File: src/scpip_pkg.sv
// shared constants and types for the command parser
package scpip_pkg;
  localparam logic [7:0] CH_COLON = 8'h3a;
  localparam logic [7:0] CH_SEMI = 8'h3b;
  localparam logic [7:0] CH_COMMA = 8'h2c;
  localparam logic [7:0] CH_SPACE = 8'h20;
  localparam logic [7:0] CH_NL = 8'h0a;
  localparam logic [7:0] CH_CR = 8'h0d;
  localparam logic [7:0] CH_STAR = 8'h2a;
  localparam logic [7:0] CH_QUERY = 8'h3f;
  localparam logic [7:0] CH_DQUOTE = 8'h22;
  localparam logic [7:0] CH_SQUOTE = 8'h27;
  localparam logic [7:0] CH_ZERO = 8'h30;
  localparam logic [7:0] CH_ONE = 8'h31;
  localparam logic [7:0] CH_PLUS = 8'h2b;
  localparam logic [7:0] CH_MINUS = 8'h2d;
  localparam logic [7:0] CH_DOT = 8'h2e;
  localparam logic [7:0] CH_LC_A = 8'h61;
  localparam logic [7:0] CH_LC_Z = 8'h7a;
  localparam logic [7:0] CASE_BIT = 8'h20;
  localparam int HDR_MAX = 12;
  localparam int COMMON_LEN = 4;
  localparam int FIFO_DEPTH = 32;
  localparam int DATA_W = 8;
  localparam int LEVEL_W = 4;
  localparam logic [15:0] ERR_TOO_LONG = 16'hff90;
  localparam logic [15:0] ERR_UNDEF_HDR = 16'hff8f;
  localparam logic [15:0] ERR_NONE = 16'h0000;
  // token kinds handed to the command decoder
  typedef enum logic [2:0] {
    SCPIP_TK_KEYWORD, SCPIP_TK_COMMON, SCPIP_TK_NUMERIC, SCPIP_TK_DISCRETE,
    SCPIP_TK_BOOL, SCPIP_TK_STRING, SCPIP_TK_DEFAULT
  } scpip_tok_t;
endpackage

File: src/scpip_fifo.sv
// input character fifo with valid/ready on both sides
`timescale 1ns/1ps
`default_nettype none
module scpip_fifo #(
  parameter int WIDTH = 8,
  parameter int DEPTH = 32
) (
  input wire logic core_clk,
  input wire logic rst,
  input wire logic flush,
  input wire logic in_valid,
  output logic in_ready,
  input wire logic [WIDTH-1:0] in_data,
  output logic out_valid,
  input wire logic out_ready,
  output logic [WIDTH-1:0] out_data
);
  localparam int AW = $clog2(DEPTH);
  logic [WIDTH-1:0] mem_q [DEPTH];
  logic [AW-1:0] wr_q, wr_d, rd_q, rd_d;
  logic [AW:0] cnt_q, cnt_d;
  logic push, pop;

  // full and empty straight from the occupancy count
  always_comb begin
    // count is one bit wider than the pointers so a full buffer is distinct
    in_ready = (cnt_q != (AW+1)'(DEPTH));
    out_valid = (cnt_q != '0);
    out_data = mem_q[rd_q];
    push = in_valid && in_ready;
    pop = out_valid && out_ready;
    wr_d = push ? wr_q + 1'b1 : wr_q;
    rd_d = pop ? rd_q + 1'b1 : rd_q;
    cnt_d = cnt_q + (AW+1)'(push) - (AW+1)'(pop);
    if (flush) begin
      wr_d = '0;
      rd_d = '0;
      cnt_d = '0;
    end
  end

  // pointers and storage; flush drops everything buffered
  always_ff @(posedge core_clk) begin
    if (rst) begin
      wr_q <= '0;
      rd_q <= '0;
      cnt_q <= '0;
    end else begin
      wr_q <= wr_d;
      rd_q <= rd_d;
      cnt_q <= cnt_d;
    end
    if (push && !flush) begin
      mem_q[wr_q] <= in_data;
    end
  end
endmodule // scpip_fifo
`default_nettype wire

File: src/scpip_parser.sv
// command string tokenizer: keywords, separators, parameters, device clear
`timescale 1ns/1ps
`default_nettype none
module scpip_parser
  import scpip_pkg::*;
#(
  parameter int DEPTH = scpip_pkg::FIFO_DEPTH
) (
  input wire logic core_clk,
  input wire logic rst,
  input wire logic rx_valid,
  output logic rx_ready,
  input wire logic [scpip_pkg::DATA_W-1:0] rx_data,
  input wire logic rx_eoi,
  input wire logic dev_clear_pin,
  input wire logic serial_break_pin,
  input wire logic kw_match,
  input wire logic kw_short,
  input wire logic kw_long,
  output logic tok_valid,
  output logic [2:0] tok_kind,
  output logic [scpip_pkg::DATA_W-1:0] tok_char,
  output logic tok_start,
  output logic tok_end,
  output logic [scpip_pkg::LEVEL_W-1:0] tok_level,
  output logic tok_query,
  output logic [3:0] tok_param_idx,
  output logic tok_param_empty,
  output logic msg_end,
  output logic err_valid,
  output logic [15:0] err_code,
  output logic abort_ops
);
  import scpip_pkg::*;

  typedef enum logic [2:0] {
    SCPIP_S_HDR, SCPIP_S_PARAM, SCPIP_S_STR, SCPIP_S_STRQ, SCPIP_S_CR, SCPIP_S_SKIP
  } scpip_state_t;

  // fold lower case to upper so matching ignores case
  function automatic logic [7:0] upcase(input logic [7:0] c);
    return (c >= CH_LC_A && c <= CH_LC_Z) ? (c & ~CASE_BIT) : c;
  endfunction

  logic [1:0] clr_sync_q, brk_sync_q;
  logic [1:0] clr_sync_d, brk_sync_d;
  logic dev_clear;
  logic f_valid, f_ready;
  logic [7:0] f_data;
  logic f_eoi;

  // pin synchronisers; only the second stage is read
  always_comb begin
    clr_sync_d = {clr_sync_q[0], dev_clear_pin};
    brk_sync_d = {brk_sync_q[0], serial_break_pin};
  end
  always_ff @(posedge core_clk) begin
    if (rst) begin
      clr_sync_q <= '0;
      brk_sync_q <= '0;
    end else begin
      clr_sync_q <= clr_sync_d;
      brk_sync_q <= brk_sync_d;
    end
  end
  assign dev_clear = clr_sync_q[1] || brk_sync_q[1];

  // buffered input with back-pressure; eoi travels as bit 8
  scpip_fifo #(.WIDTH(DATA_W + 1), .DEPTH(DEPTH)) u_fifo (
    .core_clk(core_clk),
    .rst(rst),
    .flush(dev_clear),
    .in_valid(rx_valid),
    .in_ready(rx_ready),
    .in_data({rx_eoi, rx_data}),
    .out_valid(f_valid),
    .out_ready(f_ready),
    .out_data({f_eoi, f_data})
  );
  assign f_ready = 1'b1;

  scpip_state_t st_q, st_d;
  logic [LEVEL_W-1:0] lvl_q, lvl_d, base_q, base_d;
  logic [3:0] hlen_q, hlen_d, pidx_q, pidx_d;
  logic first_q, first_d, semi_q, semi_d, common_q, common_d;
  logic [7:0] quote_q, quote_d;
  logic tv_d, ts_d, te_d, tq_d, tpe_d, me_d, ev_d, ab_d;
  logic [2:0] tk_d;
  logic [7:0] tc_d;
  logic [15:0] ec_d;
  logic [7:0] c;
  logic term;

  // tokenizer next state
  always_comb begin
    c = upcase(f_data);
    term = f_eoi || (f_data == CH_NL);
    st_d = st_q;
    lvl_d = lvl_q;
    base_d = base_q;
    hlen_d = hlen_q;
    pidx_d = pidx_q;
    first_d = first_q;
    semi_d = semi_q;
    common_d = common_q;
    quote_d = quote_q;
    tv_d = 1'b0;
    ts_d = 1'b0;
    te_d = 1'b0;
    tq_d = 1'b0;
    tpe_d = 1'b0;
    me_d = 1'b0;
    ev_d = 1'b0;
    ab_d = 1'b0;
    tk_d = 3'(SCPIP_TK_KEYWORD);
    tc_d = c;
    ec_d = ERR_NONE;
    if (dev_clear) begin
      // restart parse only; settings live elsewhere
      ab_d = 1'b1;
      st_d = SCPIP_S_HDR;
      lvl_d = '0;
      base_d = '0;
      hlen_d = '0;
      first_d = 1'b1;
      semi_d = 1'b0;
    end else if (f_valid) begin
      if (term && st_q != SCPIP_S_STR) begin
        me_d = 1'b1;
        te_d = 1'b1;
        tpe_d = (st_q == SCPIP_S_HDR);
        // keyword ended by the terminator still gets its verdict
        if ((st_q == SCPIP_S_HDR || st_q == SCPIP_S_CR) && !common_q && hlen_q != '0
            && (!kw_match || !(kw_short || kw_long))) begin
          ev_d = 1'b1;
          ec_d = ERR_UNDEF_HDR;
        end
        st_d = SCPIP_S_HDR;
        lvl_d = '0;
        base_d = '0;
        hlen_d = '0;
        pidx_d = '0;
        first_d = 1'b1;
        semi_d = 1'b0;
        common_d = 1'b0;
      end else if (f_data == CH_CR && st_q != SCPIP_S_STR) begin
        st_d = SCPIP_S_CR;
      end else begin
        unique case (st_q)
          SCPIP_S_HDR, SCPIP_S_CR: begin
            if (f_data == CH_COLON) begin
              // leading colon after semicolon restarts at root
              if (first_q) begin
                lvl_d = '0;
              end else begin
                lvl_d = lvl_q + 1'b1;
                te_d = 1'b1;
              end
              first_d = 1'b0;
              hlen_d = '0;
            end else if (f_data == CH_SPACE) begin
              if (!first_q) begin
                st_d = SCPIP_S_PARAM;
                te_d = 1'b1;
              end
            end else if (f_data == CH_SEMI) begin
              te_d = 1'b1;
              tpe_d = 1'b1;
              lvl_d = base_q;
              first_d = 1'b1;
              semi_d = 1'b1;
              hlen_d = '0;
            end else begin
              // path of the keyword in progress; a semicolon returns here
              base_d = lvl_q;
              first_d = 1'b0;
              ts_d = (hlen_q == '0);
              common_d = (hlen_q == '0) ? (f_data == CH_STAR) : common_q;
              tq_d = (f_data == CH_QUERY);
              tv_d = 1'b1;
              tk_d = ((hlen_q == '0) ? (f_data == CH_STAR) : common_q)
                ? 3'(SCPIP_TK_COMMON) : 3'(SCPIP_TK_KEYWORD);
              hlen_d = (hlen_q == 4'(HDR_MAX)) ? hlen_q : hlen_q + 1'b1;
              if (hlen_q == 4'(HDR_MAX)) begin
                ev_d = 1'b1;
                ec_d = ERR_TOO_LONG;
                st_d = SCPIP_S_SKIP;
              end else if (common_q && hlen_q >= 4'(COMMON_LEN)
                           && f_data != CH_QUERY) begin
                // common token longer than three letters
                ev_d = 1'b1;
                ec_d = ERR_UNDEF_HDR;
                st_d = SCPIP_S_SKIP;
              end
            end
            if (te_d && !common_q && hlen_q != '0) begin
              // decoder match verdict at keyword end
              if (!kw_match || !(kw_short || kw_long)) begin
                ev_d = 1'b1;
                ec_d = ERR_UNDEF_HDR;
                st_d = SCPIP_S_SKIP;
              end
            end
          end
          SCPIP_S_PARAM: begin
            tv_d = 1'b1;
            tc_d = c;
            if ((f_data >= CH_ZERO && f_data <= 8'h39) || f_data == CH_PLUS
                || f_data == CH_MINUS || f_data == CH_DOT) begin
              // bare 0 or 1 also serves as boolean
              tk_d = 3'(SCPIP_TK_NUMERIC);
            end else begin
              // words such as MIN, MAX, ON, OFF
              tk_d = 3'(SCPIP_TK_DISCRETE);
            end
            if (f_data == CH_COMMA) begin
              tv_d = 1'b0;
              te_d = 1'b1;
              pidx_d = pidx_q + 1'b1;
            end else if (f_data == CH_SEMI) begin
              tv_d = 1'b0;
              te_d = 1'b1;
              st_d = SCPIP_S_HDR;
              lvl_d = base_q;
              first_d = 1'b1;
              semi_d = 1'b1;
              hlen_d = '0;
              pidx_d = '0;
            end else if (f_data == CH_DQUOTE || f_data == CH_SQUOTE) begin
              tv_d = 1'b0;
              quote_d = f_data;
              st_d = SCPIP_S_STR;
            end else if (f_data == CH_SPACE) begin
              tv_d = 1'b0;
            end
          end
          SCPIP_S_STR: begin
            tk_d = 3'(SCPIP_TK_STRING);
            tc_d = f_data;
            if (f_data == quote_q) begin
              st_d = SCPIP_S_STRQ;
            end else begin
              tv_d = 1'b1;
            end
          end
          SCPIP_S_STRQ: begin
            if (f_data == quote_q) begin
              tv_d = 1'b1;
              tk_d = 3'(SCPIP_TK_STRING);
              tc_d = f_data;
              st_d = SCPIP_S_STR;
            end else begin
              st_d = SCPIP_S_PARAM;
              te_d = (f_data == CH_COMMA);
              pidx_d = (f_data == CH_COMMA) ? pidx_q + 1'b1 : pidx_q;
            end
          end
          SCPIP_S_SKIP: begin
            // discard until terminator or carriage return; chars in between yield no tokens
          end
        endcase
      end
    end
  end

  // register tokenizer state and outputs
  always_ff @(posedge core_clk) begin
    if (rst) begin
      st_q <= SCPIP_S_HDR;
      lvl_q <= '0;
      base_q <= '0;
      hlen_q <= '0;
      pidx_q <= '0;
      first_q <= 1'b1;
      semi_q <= 1'b0;
      common_q <= 1'b0;
      quote_q <= '0;
      tok_valid <= 1'b0;
      tok_kind <= '0;
      tok_char <= '0;
      tok_start <= 1'b0;
      tok_end <= 1'b0;
      tok_level <= '0;
      tok_query <= 1'b0;
      tok_param_idx <= '0;
      tok_param_empty <= 1'b0;
      msg_end <= 1'b0;
      err_valid <= 1'b0;
      err_code <= ERR_NONE;
      abort_ops <= 1'b0;
    end else begin
      st_q <= st_d;
      lvl_q <= lvl_d;
      base_q <= base_d;
      hlen_q <= hlen_d;
      pidx_q <= pidx_d;
      first_q <= first_d;
      semi_q <= semi_d;
      common_q <= common_d;
      quote_q <= quote_d;
      tok_valid <= tv_d;
      tok_kind <= tk_d;
      tok_char <= tc_d;
      tok_start <= ts_d;
      tok_end <= te_d;
      tok_level <= lvl_q;
      tok_query <= tq_d;
      tok_param_idx <= pidx_q;
      tok_param_empty <= tpe_d;
      msg_end <= me_d;
      err_valid <= ev_d;
      err_code <= ec_d;
      abort_ops <= ab_d;
    end
  end

  // clear pulse follows the synchronised request
  // abort on clear
  clear_abort_a: assert property (@(posedge core_clk) disable iff (rst)
    dev_clear |=> abort_ops) else $error("abort missing after clear");
  // terminator resets path
  path_root_a: assert property (@(posedge core_clk) disable iff (rst)
    msg_end |-> lvl_q == '0) else $error("path not at root");
  // header length error
  hdr_long_a: assert property (@(posedge core_clk) disable iff (rst)
    err_valid && err_code == ERR_TOO_LONG |-> st_q == SCPIP_S_SKIP)
    else $error("long header not skipped");
  // buffer backpressure
  fifo_hold_a: assert property (@(posedge core_clk) disable iff (rst)
    !rx_ready |=> u_fifo.cnt_q <= $past(u_fifo.cnt_q))
    else $error("fifo grew while full");
  // semicolon then colon lands at root
  semi_root_a: assert property (@(posedge core_clk) disable iff (rst)
    f_valid && semi_q && first_q && f_data == CH_COLON && !f_eoi && !dev_clear
    && st_q != SCPIP_S_SKIP |=> lvl_q == '0) else $error("no root after semicolon");
  // break acts as clear
  break_clr_a: assert property (@(posedge core_clk) disable iff (rst)
    $rose(brk_sync_q[1]) |=> abort_ops) else $error("break ignored");
endmodule // scpip_parser
`default_nettype wire

File: config.mk
export PLATFORM = sky130hd
export DESIGN_NAME = scpip_parser
export DESIGN_NICKNAME = d
export VERILOG_FILES = /design/src/scpip_pkg.sv /design/src/scpip_fifo.sv /design/src/scpip_parser.sv
export SDC_FILE = /design/constraint.sdc
export NUM_CORES = 1
export LEC_CHECK = 0
export BUFFER_PORTS_ARGS = -buffer_cell sky130_fd_sc_hd__buf_2
export CORE_UTILIZATION = 60
export CTS_BUF_LIST = sky130_fd_sc_hd__clkbuf_2
export CTS_CLUSTER_DIAMETER = 200
export DETAILED_ROUTE_END_ITERATION = 8
export PLACE_DENSITY = 0.78
export SLEW_MARGIN = 20
export SYNTH_ARGS = -nofsm -noshare
export SYNTH_HDL_FRONTEND = slang
export SYNTH_SLANG_ARGS = --single-unit
File: constraint.sdc
create_clock -name core_clk -period 4.4 [get_ports core_clk]
set_input_delay 0.66 -clock core_clk [delete_from_list [all_inputs] [get_ports core_clk]]
set_output_delay 0.66 -clock core_clk [all_outputs]
set_load 0.05 [all_outputs]
Word-level counts from Yosys, hierarchy flattened:

Memories as Yosys holds them, arrays and structs flattened. A register that Yosys moved wholly into a read port is not among the register bits.
Cells that the tools add are included.

* register bits after elaboration: 92
* bits in writable memories: 288
* input bits: 17
* output and inout port bits: 44
* logic and storage cells: 257
* memories kept: 1

Memory list
* u_fifo.mem_q: words 32, bits a word 9, read ports 1, clocked after memory_dff 1, write ports 1, line scpip_fifo.sv:19 `logic [WIDTH-1:0] mem_q [DEPTH];`

* add/subtract/negate cells: 7
* $lt $le $gt $ge: 5
* eq/ne operators: 36
* multiplexer cells: 128
* bitwise operators: 7
* reductions and logical operators: 47

Operator list (count)
* 2-to-1 mux 16 bit: 11
* 2-to-1 mux 4 bit: 24
* equality test 8 x 6 -> 1 bit, second input constant: 11
* 2-to-1 mux 1 bit: 60
* 2-to-1 mux 3 bit: 15
* 2-to-1 mux 6 bit: 6
* case mux 3 bit (4 select lines): 2
* case mux 4 bit (2 select lines): 3
* AND reduction 7 bit: 3
* equality test 8 x 4 -> 1 bit, second input constant: 2
* inequality test 4 bit, second input constant: 4
* AND reduction 5 bit: 3
* logical AND 1 bit: 13
* adder 4 x 1 -> 4 bit, second input constant: 3
* inequality test 3 bit, second input constant: 4
* case mux 6 bit (2 select lines): 1
* nonzero test 6 bit: 2
* adder 5 x 1 -> 5 bit, second input constant: 2
* 2-to-1 mux 5 bit: 2
* inequality test 5 bit, second input constant: 2
* logical OR 1 bit: 9
* OR reduction 9 bit: 1
* equality test 8 bit: 1
* greater-or-equal comparator 8 x 6 -> 1 bit, second input constant: 1
* 30 further kinds: 45

Depth between registers and ports, before layout:

* word-level depth: 15
* gate-level depth with buffers: 15

Hierarchy:

Synthesis repeated with hierarchy kept, for this count alone.

* cells, all modules: 1074
* area total of the unflattened synthesis: 15504.9 um2

By module, submodules not included
* scpip_fifo: instances 1, cells an instance 678, area each 12191.7 um2
* scpip_parser: instances 1, cells an instance 396, area each 3313.2 um2

Least setup slack after synthesis:

Ideal clock, no wire load.

* path kind: reg2reg
* start: register (tool-made name)
* end: register hlen_q[2]
* library setup time: 0.117 ns
* data arrival time: 3.414 ns
* data required time: 4.283 ns
* path slack: 0.869 ns
* cell stages (with the launch flop): 12
* clock period less this slack: 3.531 ns
* path through: dfxtp_1 -> buf_2 -> buf_2 -> buf_2 -> mux4_2 -> mux4_2 -> mux2_2 -> a41oi_1 -> a41oi_4 -> and3_4 -> and2_1 -> a32o_1

RTL lines
* end signal, assigned: line scpip_parser.sv:295 `hlen_q <= hlen_d;`
* end, declared: line scpip_parser.sv:84 `logic [3:0] hlen_q, hlen_d, pidx_q, pidx_d;`

==> impl_metrics.toml <==
[synthesis]
synth_warnings = 0
synth_area_um2 = 15340
yosys_register_bits = 371
synth_top_cell_area_share_pct = 56.38
synth-async-reset-ratio_pct = 0
synthTopCellsByArea = "edfxtp_1 (56%), mux4_2 (13%), dfxtp_1 (11%)"
yosysMostFrequentCell = "edfxtp_1"
synth_flop_cell = "edfxtp_1"
syn_area_per_cell_um2 = 16.57
ys_seq_area_share_pct = 67.21
synth_edf_count = 288
ys_types = 86
synth_largest_area_cell = "edfxtp_1"
netlist_top_cells_count = "edfxtp_1 (288), nor2_1 (96), mux4_2 (90)"
synth_cells = 926

[worst_setup_path]
crit_path_max_incr_delay_ns = 0.54
r2r_cells = 11
path_cells = "buf_12 > mux4_2 > mux4_2 > mux2i_2 > nand4bb_1 > buf_4 > nor3_1 > a211oi_1 > nor4_1 > a21oi_1 > o211a_1"
r2r_end = "st_q[0]$_SDFFE_PP0P_"
critical-path-top-delay-family = "multiplexers"
critPathSlowestCell = "mux4_2"
critPathMaxFanout = 16
start_kind = "register"
crit_buf_inv = 2
critPathMostFrequentCell = "mux4_2"
r2r_slack_ns = 0.35
crit_type = "register to register"
critical_path_depth = 11
worstPathRequired_ns = 5.16
cp-end-kind = "register"
crit_arrival_ns = 4.81

[clock_network]
root_buffer = "clkbuf_2"
post_cts_buffers = 0
postCtsHoldBufs = 2
htree_levels = 3
cts.reportedPaths.clkPinSlew_ns = 0.11
clock_latency_ns = 0.93
cts_buffers = 90
cts_sinks = 371
cts_tree = "yes"
max-clock-path-buffers = 3
cts_resized = 0

[sta]
fin_crit_sh_pct = 92.02
worst_pin_slew_ns = 1.142
skew_ns = 0.07273
grt_setup_unrepaired = "no"
relSlewSlack_pct = 23.60
drv_slew = 0
min_period_ns = 4.049
hold_viol_final = 0
tns_ns = 0
setup_viol = 0
max_freq_mhz = 247.0

[floorplanning]
coreArea_um2 = 25110
io_pins = 61
start_util_pct = 61.09
die_h_um = 161.9
die_x_um = 161.9
std_cell_rows = 58
dieArea_um2 = 26210

[worst_hold_path]
whs_endpoint = "u_fifo.mem_q[5][3]$_DFFE_PP_"
min_path_type = "input port to register"
hp-start = "rx_data[3]"
whs_path_depth = 1

[routing]
ant_nets = 0
viasPerCell = 6.066
routed_wl_um = 32720
wl_met3_um = 3003
firstDrtPassIters = 5
wl_per_cell_um = 22.55
wl_met2_um = 15880
drc = 0
highest_layer = "met4"
vias = 8802
drt-met1-wl_um = 12920
initialDrtViolationCount = 908

[placement]
gp_congestion = 0.9545
io_buffers = 58
place_hpwl_um = 20730

[pwr]
peakVddDrop_v = 0.0002874
p_leak_uw = 0.005736
p_total_uw = 8730
cellPowerDensity_nw_per_um2 = 518.9

[grt]
grt_usage_pct = 25.90
grt_max_degree = 52
first_global_vias = 8668
grt_overflow = 0
antenna_found_initial = 1
grt_pass1_wl_um = 49850

[layout]
syn_to_final_growth_pct = 9.674
nets = 1087
finish.utilization_pct = 67.00
drive_gt1_share_pct = 31.25

[run]
cap_viol_max_count = 0

[outcome]
status = "finished clean"
-- flip-flops by register name, indices dropped and copies added (netlist names), 5 cells and up, named ones only --
name and cells:
quote_q 8, u_fifo.mem_q 288, u_fifo.wr_q 5, tok_char 8, u_fifo.rd_q 5, u_fifo.cnt_q 6
-- where the power goes --
group          internal (uW)  switching (uW)  total [uW]  leakage (uW)
combinational           1050            1430        2470       0.00184
clock                    922            1360        2280      0.000626
sequential              3890            88.3        3980       0.00327
-- kinds of logic after synthesis --
family	synth area share (%)
mux	14.43
other cells	0.02445
compound gates	4.413
fa+ha+maj	1.599
flops	67.21
xor+xnor	1.313
buf+inv	2.684
simple gates	8.328
-- final cells by class --
| type | count | area, um2 |
|---|---|---|
| sequential | 371 | 10320 |
| fill | 1766 | 8285 |
| multi-input combinational | 483 | 4627 |
| clock buffer | 130 | 650.6 |
| timing repair buffer | 84 | 540.5 |
| tap | 330 | 412.9 |
| clock inverter | 31 | 195.2 |
| inverter | 21 | 78.83 |
| antenna | 1 | 2.502 |
-- metal layers --
| metal | global-route usage, % | vias to the layer above |
|---|---|---|
| met5 | 0 | - |
| met4 | 10.81 | 0 |
| met3 | 5.567 | 74 |
| met2 | 41.24 | 501 |
| met1 | 34.98 | 4331 |
| li1 | - | 3896 |
-- through the flow --
stage          setup WS [ns]  std cells  area (um2)  hold WS [ns]
2_1_floorplan         0.8687        927       15340        0.4138
3_3_place_gp          0.4649       1286       15940        0.4278
3_5_place_dp          0.3872       1286       15940        0.4291
4_1_cts               0.3103       1449       16810        0.1593
5_1_grt              0.04052       1451       16820        0.2124
6_report              0.3509       1451       16820        0.2332
-- worst max-delay path by stage --
stage,start,to,slack (ns)
floorplan,register,hlen_q[2]$_SDFFE_PP0P_,0.87
global placement,register,quote_q[6]$_SDFFE_PP0P_,0.46
detailed placement,register,quote_q[7]$_SDFFE_PP0P_,0.39
CTS,register,quote_q[4]$_SDFFE_PP0P_,0.31
global route,register,st_q[1]$_SDFFE_PP0P_,0.04
finish,register,st_q[0]$_SDFFE_PP0P_,0.35
-- cell usage in the layout, fill, tap and decap left out, drive strengths merged, types with 4 or more instances in the layout --
| cell | count |
|---|---|
| or3 | 10 |
| and2 | 10 |
| nor4 | 5 |
| a21oi | 26 |
| and3 | 5 |
| a21o | 5 |
| nor3 | 16 |
| clkbuf | 130 |
| xnor2 | 8 |
| nor2 | 97 |
| a31oi | 4 |
| mux2 | 5 |
| nand4 | 9 |
| o21ai | 14 |
| nor2b | 15 |
| mux2i | 9 |
| a22oi | 4 |
| inv | 23 |
| edfxtp | 288 |
| nand2b | 10 |
| xor2 | 15 |
| clkinv | 25 |
| nand3 | 14 |
| nand3b | 6 |
| ha | 18 |
| dfxtp | 83 |
| mux4 | 90 |
| buf | 82 |
| nand2 | 36 |
Power figures use the tool's default switching activity.
